## src/shared/gpf_defines.svh

```systemverilog
/*
 * Register offsets, reset values and field layouts of the eight pin port.
 * Assumes byte addresses on a 32-bit APB; included by bare name.
 */
// What this block does
// RULE_01: Data bit 0 is low, 1 high
// RULE_02: Direction bit 0 output, 1 input
// RULE_03: Direction register eight bits, resets zero
// RULE_04: Output codes: hiz, p-drain, n-drain, push-pull
// RULE_05: Input codes: hiz, pull-down, pull-up, hiz
// RULE_06: Pin n code bits at bit n
// RULE_07: Control registers byte or word access, reset zero
// RULE_08: Reset gives high-impedance outputs everywhere
// RULE_09: Output pins present their data bit
// RULE_10: Input pins read back sampled level
// RULE_11: Every pin configured independently
// RULE_12: Segment select yields the pin
// RULE_13: Output pins read back written value
// RULE_14: Open drains drive only one level
`ifndef GPF_DEFINES_SVH
`define GPF_DEFINES_SVH

// Byte addresses of the registers
`define GPF_ADDR_LEVEL     16'hF278
`define GPF_ADDR_DIR       16'hF279
`define GPF_ADDR_SEL_LO    16'hF27A
`define GPF_ADDR_SEL_HI    16'hF27B

// Reset values
`define GPF_RST_LEVEL      8'h00
`define GPF_RST_DIR        8'h00
`define GPF_RST_SEL        8'h00

// Field layout within a 32-bit data word
`define GPF_BYTE_LSB       0
`define GPF_BYTE_MSB       7
`define GPF_HI_LSB         8
`define GPF_HI_MSB         15

`endif

```

## src/shared/gpf_pkg.sv

```systemverilog
/*
 * Types of the eight pin port.
 * Assumes gpf_defines.svh supplies the numbers.
 */
package gpf_pkg;
    // Per-pin drive code as stored in the two control registers
    typedef enum logic [1:0] {
        GPF_CODE_HIZ  = 2'b00,
        GPF_CODE_PCH  = 2'b01,
        GPF_CODE_NCH  = 2'b10,
        GPF_CODE_CMOS = 2'b11
    } gpf_code_e;

    // Register byte selected by an access
    typedef enum logic [2:0] {
        GPF_REG_NONE  = 3'b000,
        GPF_REG_LEVEL = 3'b001,
        GPF_REG_DIR   = 3'b010,
        GPF_REG_SELLO = 3'b011,
        GPF_REG_SELHI = 3'b100
    } gpf_reg_e;

    // All state of the top module
    typedef struct packed {
        logic [7:0] level;
        logic [7:0] dir;
        logic [7:0] sel_lo;
        logic [7:0] sel_hi;
        logic [7:0] pin_smp;
        logic [31:0] prdata;
    } gpf_state_s;
endpackage

```

## src/rtl/gpf_pin.sv

```systemverilog
/*
 * Driver and pull logic of one port pin, purely combinational.
 * Assumes the pad follows oe/out/pull signals from this cell.
 */
`timescale 1ns/1ps
module gpf_pin
    import gpf_pkg::*;
(
    input wire logic dir_i,        // 0 output, 1 input
    input wire logic [1:0] code_i, // Drive or input style
    input wire logic level_i,      // Written data bit
    input wire logic seg_i,        // Segment driver owns the pin
    output logic out_o,            // Level driven when enabled
    output logic oe_o,             // High while driving
    output logic pu_o,             // Pull-up enable
    output logic pd_o              // Pull-down enable
);
    // Decode one pin; no other pin is looked at
    always_comb begin
        out_o = level_i;                               // [RULE_01]
        oe_o = 1'b0;
        pu_o = 1'b0;
        pd_o = 1'b0;
        if (seg_i) begin
            // Yield the pad entirely to the display driver
            out_o = 1'b0;                              // [RULE_12]
        end else if (!dir_i) begin                     // [RULE_02]
            case (gpf_code_e'(code_i))                 // [RULE_04]
                GPF_CODE_PCH: begin
                    oe_o = level_i;                    // [RULE_14]
                end
                GPF_CODE_NCH: begin
                    oe_o = ~level_i;                   // [RULE_14]
                end
                GPF_CODE_CMOS: begin
                    oe_o = 1'b1;                       // [RULE_09]
                end
                default: begin
                    oe_o = 1'b0;                       // [RULE_08]
                end
            endcase
        end else begin
            // Input styles; codes 00 and 11 both float
            case (gpf_code_e'(code_i))                 // [RULE_05]
                GPF_CODE_PCH: begin
                    pd_o = 1'b1;
                end
                GPF_CODE_NCH: begin
                    pu_o = 1'b1;
                end
                default: begin
                    pd_o = 1'b0;
                end
            endcase
        end
    end
endmodule

```

## src/rtl/gpf_port.sv

```systemverilog
/*
 * Eight pin general-purpose port with APB register access.
 * Assumes pin inputs synchronous to clk_sys_i and an APB master.
 */
`timescale 1ns/1ps
`include "gpf_defines.svh"
module gpf_port
    import gpf_pkg::*;
#(
    parameter int NPINS = 8 // Port width
)(
    input wire logic clk_sys_i,              // 40 MHz system clock
    input wire logic rstn_i,                 // Async reset, active low
    input wire logic clk_en_i,               // Freezes state when low
    input wire logic psel_i,
    input wire logic penable_i,
    input wire logic pwrite_i,
    input wire logic [15:0] paddr_i,
    input wire logic [31:0] pwdata_i,
    input wire logic [3:0] pstrb_i,
    output logic [31:0] prdata_o,
    output logic pready_o,
    output logic pslverr_o,
    input wire logic [NPINS-1:0] seg_select_i, // Segment owns pin
    input wire logic [NPINS-1:0] pin_in_i,     // Pad levels
    output logic [NPINS-1:0] pin_out_o,        // Driven levels
    output logic [NPINS-1:0] pin_oe_o,         // High while driving
    output logic [NPINS-1:0] pin_pu_o,         // Pull-up enables
    output logic [NPINS-1:0] pin_pd_o          // Pull-down enables
);
    gpf_state_s st_q; // All registered state
    gpf_state_s st_d; // Next state
    gpf_reg_e reg_sel; // Decoded register
    logic wide_sel; // Word access to the control pair
    logic setup; // APB setup phase
    logic wr_en; // Write commits in this cycle
    logic [7:0] level_rd; // Per-bit mux of data readback

    // Address decode; word access at the pair base covers both
    always_comb begin
        wide_sel = 1'b0;
        if (paddr_i == `GPF_ADDR_LEVEL) begin
            reg_sel = GPF_REG_LEVEL;
        end else if (paddr_i == `GPF_ADDR_DIR) begin
            reg_sel = GPF_REG_DIR;                      // [RULE_03]
        end else if (paddr_i == `GPF_ADDR_SEL_LO) begin
            reg_sel = GPF_REG_SELLO;                    // [RULE_07]
            wide_sel = pstrb_i[1] || !pwrite_i;
        end else if (paddr_i == `GPF_ADDR_SEL_HI) begin
            reg_sel = GPF_REG_SELHI;
        end else begin
            reg_sel = GPF_REG_NONE;
        end
    end

    // Read level per pin: written value or sampled pad
    always_comb begin
        for (int i = 0; i < 8; i++) begin
            level_rd[i] = st_q.dir[i] ? st_q.pin_smp[i]  // [RULE_10]
                                      : st_q.level[i];   // [RULE_13]
        end
    end

    // Single-cycle access phase; slave never waits
    assign setup = psel_i && !penable_i;
    assign wr_en = psel_i && penable_i && pwrite_i;
    assign pready_o = 1'b1;
    assign pslverr_o = psel_i && penable_i && (reg_sel == GPF_REG_NONE);
    assign prdata_o = st_q.prdata;

    // Next-state logic for registers, pad samples and read data
    always_comb begin
        st_d = st_q;
        st_d.pin_smp = pin_in_i[7:0];
        if (wr_en && pstrb_i[0]) begin
            if (reg_sel == GPF_REG_LEVEL) begin
                st_d.level = pwdata_i[`GPF_BYTE_MSB:`GPF_BYTE_LSB];
            end else if (reg_sel == GPF_REG_DIR) begin
                st_d.dir = pwdata_i[`GPF_BYTE_MSB:`GPF_BYTE_LSB];
            end else if (reg_sel == GPF_REG_SELLO) begin
                st_d.sel_lo = pwdata_i[`GPF_BYTE_MSB:`GPF_BYTE_LSB];
            end else if (reg_sel == GPF_REG_SELHI) begin
                st_d.sel_hi = pwdata_i[`GPF_BYTE_MSB:`GPF_BYTE_LSB];
            end
        end
        // Upper byte lane of a word write fills the high register
        if (wr_en && wide_sel && pstrb_i[1]) begin
            st_d.sel_hi = pwdata_i[`GPF_HI_MSB:`GPF_HI_LSB]; // [RULE_07]
        end
        // Read data captured in setup, stable through access
        if (setup && !pwrite_i) begin
            st_d.prdata = 32'h0000_0000;
            if (reg_sel == GPF_REG_LEVEL) begin
                st_d.prdata[7:0] = level_rd;
            end else if (reg_sel == GPF_REG_DIR) begin
                st_d.prdata[7:0] = st_q.dir;
            end else if (reg_sel == GPF_REG_SELLO) begin
                st_d.prdata[15:0] = {st_q.sel_hi, st_q.sel_lo};
            end else if (reg_sel == GPF_REG_SELHI) begin
                st_d.prdata[7:0] = st_q.sel_hi;
            end
        end
    end

    // State register; reset leaves every pin a floating output
    always_ff @(posedge clk_sys_i or negedge rstn_i) begin
        if (!rstn_i) begin
            st_q.level <= `GPF_RST_LEVEL;
            st_q.dir <= `GPF_RST_DIR;                   // [RULE_02]
            st_q.sel_lo <= `GPF_RST_SEL;                // [RULE_08]
            st_q.sel_hi <= `GPF_RST_SEL;
            st_q.pin_smp <= 8'h00;
            st_q.prdata <= 32'h0000_0000;
        end else if (clk_en_i) begin
            st_q <= st_d;
        end
    end

    // One independent cell per pin
    for (genvar n = 0; n < NPINS; n++) begin : g_pin
        gpf_pin u_pin (
            .dir_i(st_q.dir[n]),                        // [RULE_11]
            .code_i({st_q.sel_hi[n], st_q.sel_lo[n]}),  // [RULE_06]
            .level_i(st_q.level[n]),                    // [RULE_09]
            .seg_i(seg_select_i[n]),
            .out_o(pin_out_o[n]),
            .oe_o(pin_oe_o[n]),
            .pu_o(pin_pu_o[n]),
            .pd_o(pin_pd_o[n])
        );
    end
endmodule

```

## config.mk

```make
export PLATFORM = sky130hd
export DESIGN_NAME = gpf_port
export DESIGN_NICKNAME = d
export VERILOG_FILES = /design/src/shared/gpf_pkg.sv /design/src/rtl/gpf_pin.sv /design/src/rtl/gpf_port.sv
export VERILOG_INCLUDE_DIRS = /design/src /design/src/shared
export SDC_FILE = /design/constraint.sdc
export NUM_CORES = 1
export LEC_CHECK = 0
export ABC_AREA = 0
export BUFFER_PORTS_ARGS = -buffer_cell sky130_fd_sc_hd__buf_2
export CAP_MARGIN = 10
export CORE_MARGIN = 3
export CORE_UTILIZATION = 33
export DETAILED_ROUTE_END_ITERATION = 10
export HOLD_SLACK_MARGIN = 0.08
export PLACE_DENSITY = 0.66
export SYNTH_ARGS = -nofsm -noshare
export SYNTH_HDL_FRONTEND = slang
export SYNTH_SLANG_ARGS = --single-unit
```

## constraint.sdc

```tcl
create_clock -name clk_sys_i -period 1.52 [get_ports clk_sys_i]
set_input_delay 0.304 -clock clk_sys_i [delete_from_list [all_inputs] [get_ports clk_sys_i]]
set_output_delay 0.304 -clock clk_sys_i [all_outputs]
set_load 0.1 [all_outputs]
```

## Word level (Yosys, flattened, before mapping)

Cells that the tools add are included.

| storage, ports and cells | value |
|---|---|
| bits in registers | 56 |
| bits in latches | 0 |
| memory bits (writable) | 0 |
| ROM bits | 0 |
| input bits | 74 |
| output and inout bits | 66 |
| logic and storage cells | 178 |
| memories kept | 0 |

| operators by class | value |
|---|---|
| $add $sub $neg | 0 |
| multiply operators | 0 |
| divide/modulo/power cells | 0 |
| order comparisons | 0 |
| equal/unequal tests | 35 |
| shift-type cells | 0 |
| mux-type cells | 108 |
| bitwise gates (word level) | 10 |
| reduce and logical (&&, ||, !) cells | 19 |

Operators with widths:

| cell | count |
|---|---|
| $mux W8 | 13 |
| $mux W1 | 83 |
| $eq A16 B16 Y1 const B | 4 |
| $eq A2 B2 Y1 const B | 16 |
| $pmux W1 S3 | 8 |
| $eq A2 B1 Y1 const B | 8 |
| $mux W3 | 4 |
| $not A1 Y1 | 10 |
| $logic_and A1 B1 Y1 | 8 |
| $eq A3 B2 Y1 const B | 2 |
| $ne A2 B1 Y1 const B | 3 |
| $reduce_and A6 Y1 | 1 |
| $reduce_and A5 Y1 | 1 |
| $reduce_and A4 Y1 | 1 |
| $reduce_bool A2 Y1 | 2 |
| $eq A3 B1 Y1 const B | 1 |
| $eq A3 B3 Y1 const B | 1 |
| $logic_not A3 Y1 | 1 |
| $reduce_and A3 Y1 | 1 |
| $logic_not A1 Y1 | 2 |
| $reduce_and A2 Y1 | 1 |
| $logic_or A1 B1 Y1 | 1 |

## Logic depth before layout (Yosys ltp)

| depth | value |
|---|---|
| word-level depth | 12 |
| gate-level depth with buffers | 5 |
| mapped depth without buffers | 4 |

## Hierarchy

From an unflattened synthesis, not the netlist that was laid out.

| second synthesis, totals | value |
|---|---|
| cells, all modules | 277 |
| area total of the unflattened synthesis | 3206.8 sq um |

By module, submodules not included:

| module | times used | cells an instance | area an instance (sq um) | seq. area each (sq um) |
|---|---|---|---|---|
| gpf_port | 1 | 237 | 2776.4 | 1401.3 |
| gpf_pin | 8 | 5 | 53.8 | 0.0 |

## Least setup slack after synthesis

No wires, ideal clock.

| path | value |
|---|---|
| path type | input to output |
| start point | input port paddr_i[8] |
| end point | output port pslverr_o |
| arrival time | 1.494 ns |
| required time | 1.216 ns |
| setup slack | -0.278 ns |
| stages | 3 |
| path through | and4bb_2 nand4_1 and3_1 |

| on the way | value |
|---|---|
| longest elaborated chain between the ends | 7 |

Ends and longest elaborated chain:

| element | RTL line | text |
|---|---|---|
| start: declaration | gpf_port.sv:18 | `input wire logic [15:0] paddr_i,` |
| $eq A16 B16 Y1 (no source line) | - |  |
| $mux W3 | gpf_port.sv:49 | `` end else if (paddr_i == `GPF_ADDR_SEL_HI) begin `` |
| $mux W3 | gpf_port.sv:46 | `` end else if (paddr_i == `GPF_ADDR_SEL_LO) begin `` |
| $mux W3 | gpf_port.sv:44 | `` end else if (paddr_i == `GPF_ADDR_DIR) begin `` |
| $mux W3 (*) | gpf_port.sv:42 | `` if (paddr_i == `GPF_ADDR_LEVEL) begin `` |
| $logic_not A3 Y1 (*) | gpf_port.sv:68 | `assign pslverr_o = psel_i && penable_i && (reg_sel == GPF_REG_NONE);` |
| $logic_and A1 B1 Y1 (*) | gpf_port.sv:68 |  |
| end: declaration | gpf_port.sv:23 | `output logic pslverr_o,` |

Mark *: on every way between the ends. The rest lies on a longest branch, timed or not.

## Worst setup path after layout

| path | value |
|---|---|
| start point | register st_q[55] (netlist bit) |
| end point | output port pin_pu_o[7] |

| on the way | value |
|---|---|
| longest elaborated chain between the ends | 4 |

Ends and longest elaborated chain:

| element | RTL line | text |
|---|---|---|
| start: declaration | gpf_port.sv:31 | `gpf_state_s st_q;` |
| start signal: assignment | gpf_port.sv:115 | `st_q <= st_d;` |
| $eq A2 B2 Y1 | gpf_pin.sv:44 | `case (gpf_code_e'(code_i))` |
| $mux W1 | gpf_pin.sv:44 |  |
| $mux W1 | gpf_pin.sv:27 | `end else if (!dir_i) begin` |
| $mux W1 | gpf_pin.sv:24 | `if (seg_i) begin` |
| end: declaration | gpf_port.sv:28 | `output logic [NPINS-1:0] pin_pu_o,` |

Every way passes these cells.

==> qor.txt <==
Syn Inst Count: 272
clk_lat worst skew: 310 ps
sequential fraction of the synthesis area: 40.71%
CP bufs+invs: 2
clock buffer depth: 2
Die H: 108.1 um
violated checks: negative setup slack
Num CTS Buffers: 5
largest net degree at the start of global routing: 57
Critical Path Source Type: register
CP max stage cell: dfrtp_2
# H-tree levels: 2
commonest register cell after synthesis: dfrtp_1
Remaining DRCs: 0
first-pass GRT wire length: 14,770 um
Fin Setup TNS: -3552 ps
met1 wire length: 3920 um
Pwr per Cell Area: 529.2 mW/mm^2
Die Area: 0.01169 mm^2
fin cells: 548
syn_area_per_cell: 12.65 um^2
Worst path top cell family by delay: flip-flops
Final Hold Vio Count: 0
Worst VDD drop: 0.0004468 V
share of the synthesized area in the top cell type: 40.71%
Worst Path Max Fanout: 5
row cnt: 36
min Tclk post-route: 1716 ps
Synth area leader: dfrtp_1
number of global-route vias before repair: 2,775
router iterations before antenna repair: 4
Final HPWL DP: 7197 um
antenna diode count: 0
Reg clk slew, reported paths: 110 ps
Overflow after GRT: 0
CTS Root Cell: clkbuf_8
initial antenna violation count: 0
Worst Hold Class: in2reg
slowest stage delay, CP: 460 ps
critical path required time: 1220 ps
Leak: 2.439 nW
RSZ-0062 raised after global routing: yes
Max Clk Rate: 0.5826 GHz
die width: 108.1 um
post-layout util: 54.34%
placed cells: 511
Layout area overhead: 57.14%
Starting Density: 34.58%
DR WL/cell: 17.69 um
r2r setup slk: -50 ps
met3 WL: 498 um
R2R Path End: prdata_o[2]$_DFFE_PN0P_
top-count cell post-synth: buf_4
Netlist cell types: 28
Slew Limit Fails: 0
Finish-stage setup viols: 39
# port buffers: 104
CTS tree: built
all-layer global routing usage: 16.61%
filler instances: 860
final-stage net count: 488
Tcrit/Tclk final: 112.9%
Vias: 2,583
WHS Path Cells: 2
Yosys reg bits: 56
Routed Antenna Nets: 0
total of max-cap violations: 0
IO Count: 140
Worst Slack Setup Final: -196.4 ps
worst setup path class: reg2out
Critical Path Sink Type: output port
Reg2Reg Depth: 4
RR Startpoint: st_q[58]$_DFFE_PN0P_
sink of the worst hold path: st_q[32]$_DFFE_PN0P_
worst clock skew: 7.712 ps
max layer used: met4
Sink Count: 56
Hold Startpoint: pin_in_i[0]
final WL: 9692 um
Post-synth EDFFs: 0
Vias/cell: 4.714
status: finished, violations left
Worst Path Arrival: 1410 ps
Post-synth top cells: buf_4 (66), mux2_2 (57), dfrtp_1 (56)
CP cell instances: nor4bb_4 -> buf_4 -> buf_12
Cell Area, Synth: 0.003442 mm^2
Starting DRT DRC Count: 66
Met2 Wirelength: 5199 um
layout cells sized above 1: 76.39%
synth warn: 0
Post-synth ARST share: 100.0%
area of the core: 0.009955 mm^2
ranking of synthesized cells by area: dfrtp_1 (41%), mux2_2 (19%), buf_4 (14%)
Final Wtd Congestion: 0.8121
==> flip-flops by register name, summed over array words and instances (netlist names) <==
name,flops
prdata_o,16
st_q,40
==> worst max path at each step <==
stage | start | to | slack [ps] | depth (start not counted)
6_report | st_q[55]$_DFFE_PN0P_ | pin_pu_o[7] | -200 | 3
5_1_grt | st_q[55]$_DFFE_PN0P_ | pin_pu_o[7] | -240 | 3
4_1_cts | st_q[63]$_DFFE_PN0P_ | pin_pu_o[7] | -220 | 4
3_5_place_dp | paddr_i[8] | pslverr_o | -430 | 5
3_3_place_gp | paddr_i[8] | pslverr_o | -380 | 5
2_1_floorplan | paddr_i[10] | st_q[65]$_DFFE_PN0P_ | -130 | 4
==> what timing repair did <==
action                                 4_1_cts  5_1_grt
pin swaps                                   22       13
gates resized for setup                     47       50
endpoints found under the hold margin       56        0
setup endpoints to repair                   34       58
hold buffers                                 1        0
setup buffers                               24        5
==> per-stage QoR <==
step                      total power, mW  setup WS [ps]  cell area, um^2  hold WS, ps
after floorplan                     1.860         -130.5             3542        8.409
after global placement              1.995         -383.9             4649        327.2
after detailed placement            2.003         -425.6             4649        324.2
after CTS                           2.875         -218.3             5189        217.2
after global routing                2.971         -244.4             5409        224.6
final                               2.862         -196.4             5409        225.8
==> metal layers <==
layer	up-vias	track usage, %
li1	1216	-
met1	1289	20.21
met2	71	30.42
met3	7	3.761
met4	0	2.705
met5	-	0
==> cell usage in the layout, fill, tap and decap left out, types with 2 or more instances in the layout <==
master	n
nor4bb_1	3
conb_1	17
nor4_4	2
nand4_1	3
dfrtp_2	12
dfrtp_1	44
mux2i_2	2
nor3_4	8
clkbuf_8	6
mux4_2	8
buf_12	36
mux2i_1	6
clkinvlp_4	2
nand3_4	2
nor4bb_2	3
a22o_1	16
nor2_4	2
mux2_2	36
buf_4	70
nor4bb_4	10
mux2_4	21
nor2b_2	6
buf_6	14
buf_2	69
==> final cells by class <==
cell class,instances,area (um^2),area share (%)
clock buffers,6,82.58,1.527
clock inverters,2,15.01,0.2776
inverters,1,3.754,0.06940
multi-input cells,160,1966,36.34
flip-flops and latches,56,1416,26.19
well taps,133,166.4,3.077
repair buffers,190,1759,32.52
==> cell families after synthesis <==
family	Yosys count	synth area share (%)
buf+inv	71	15.01
flops	56	40.71
mux	73	26.21
simple gates	54	13.78
other cells	2	0.2182
compound gates	16	4.071
==> power by group <==
group,switching [mW],internal (mW)
clock network,0.485,0.370
logic,0.340,0.146
registers,0.0115,1.51
Power figures use the tool's default switching activity.
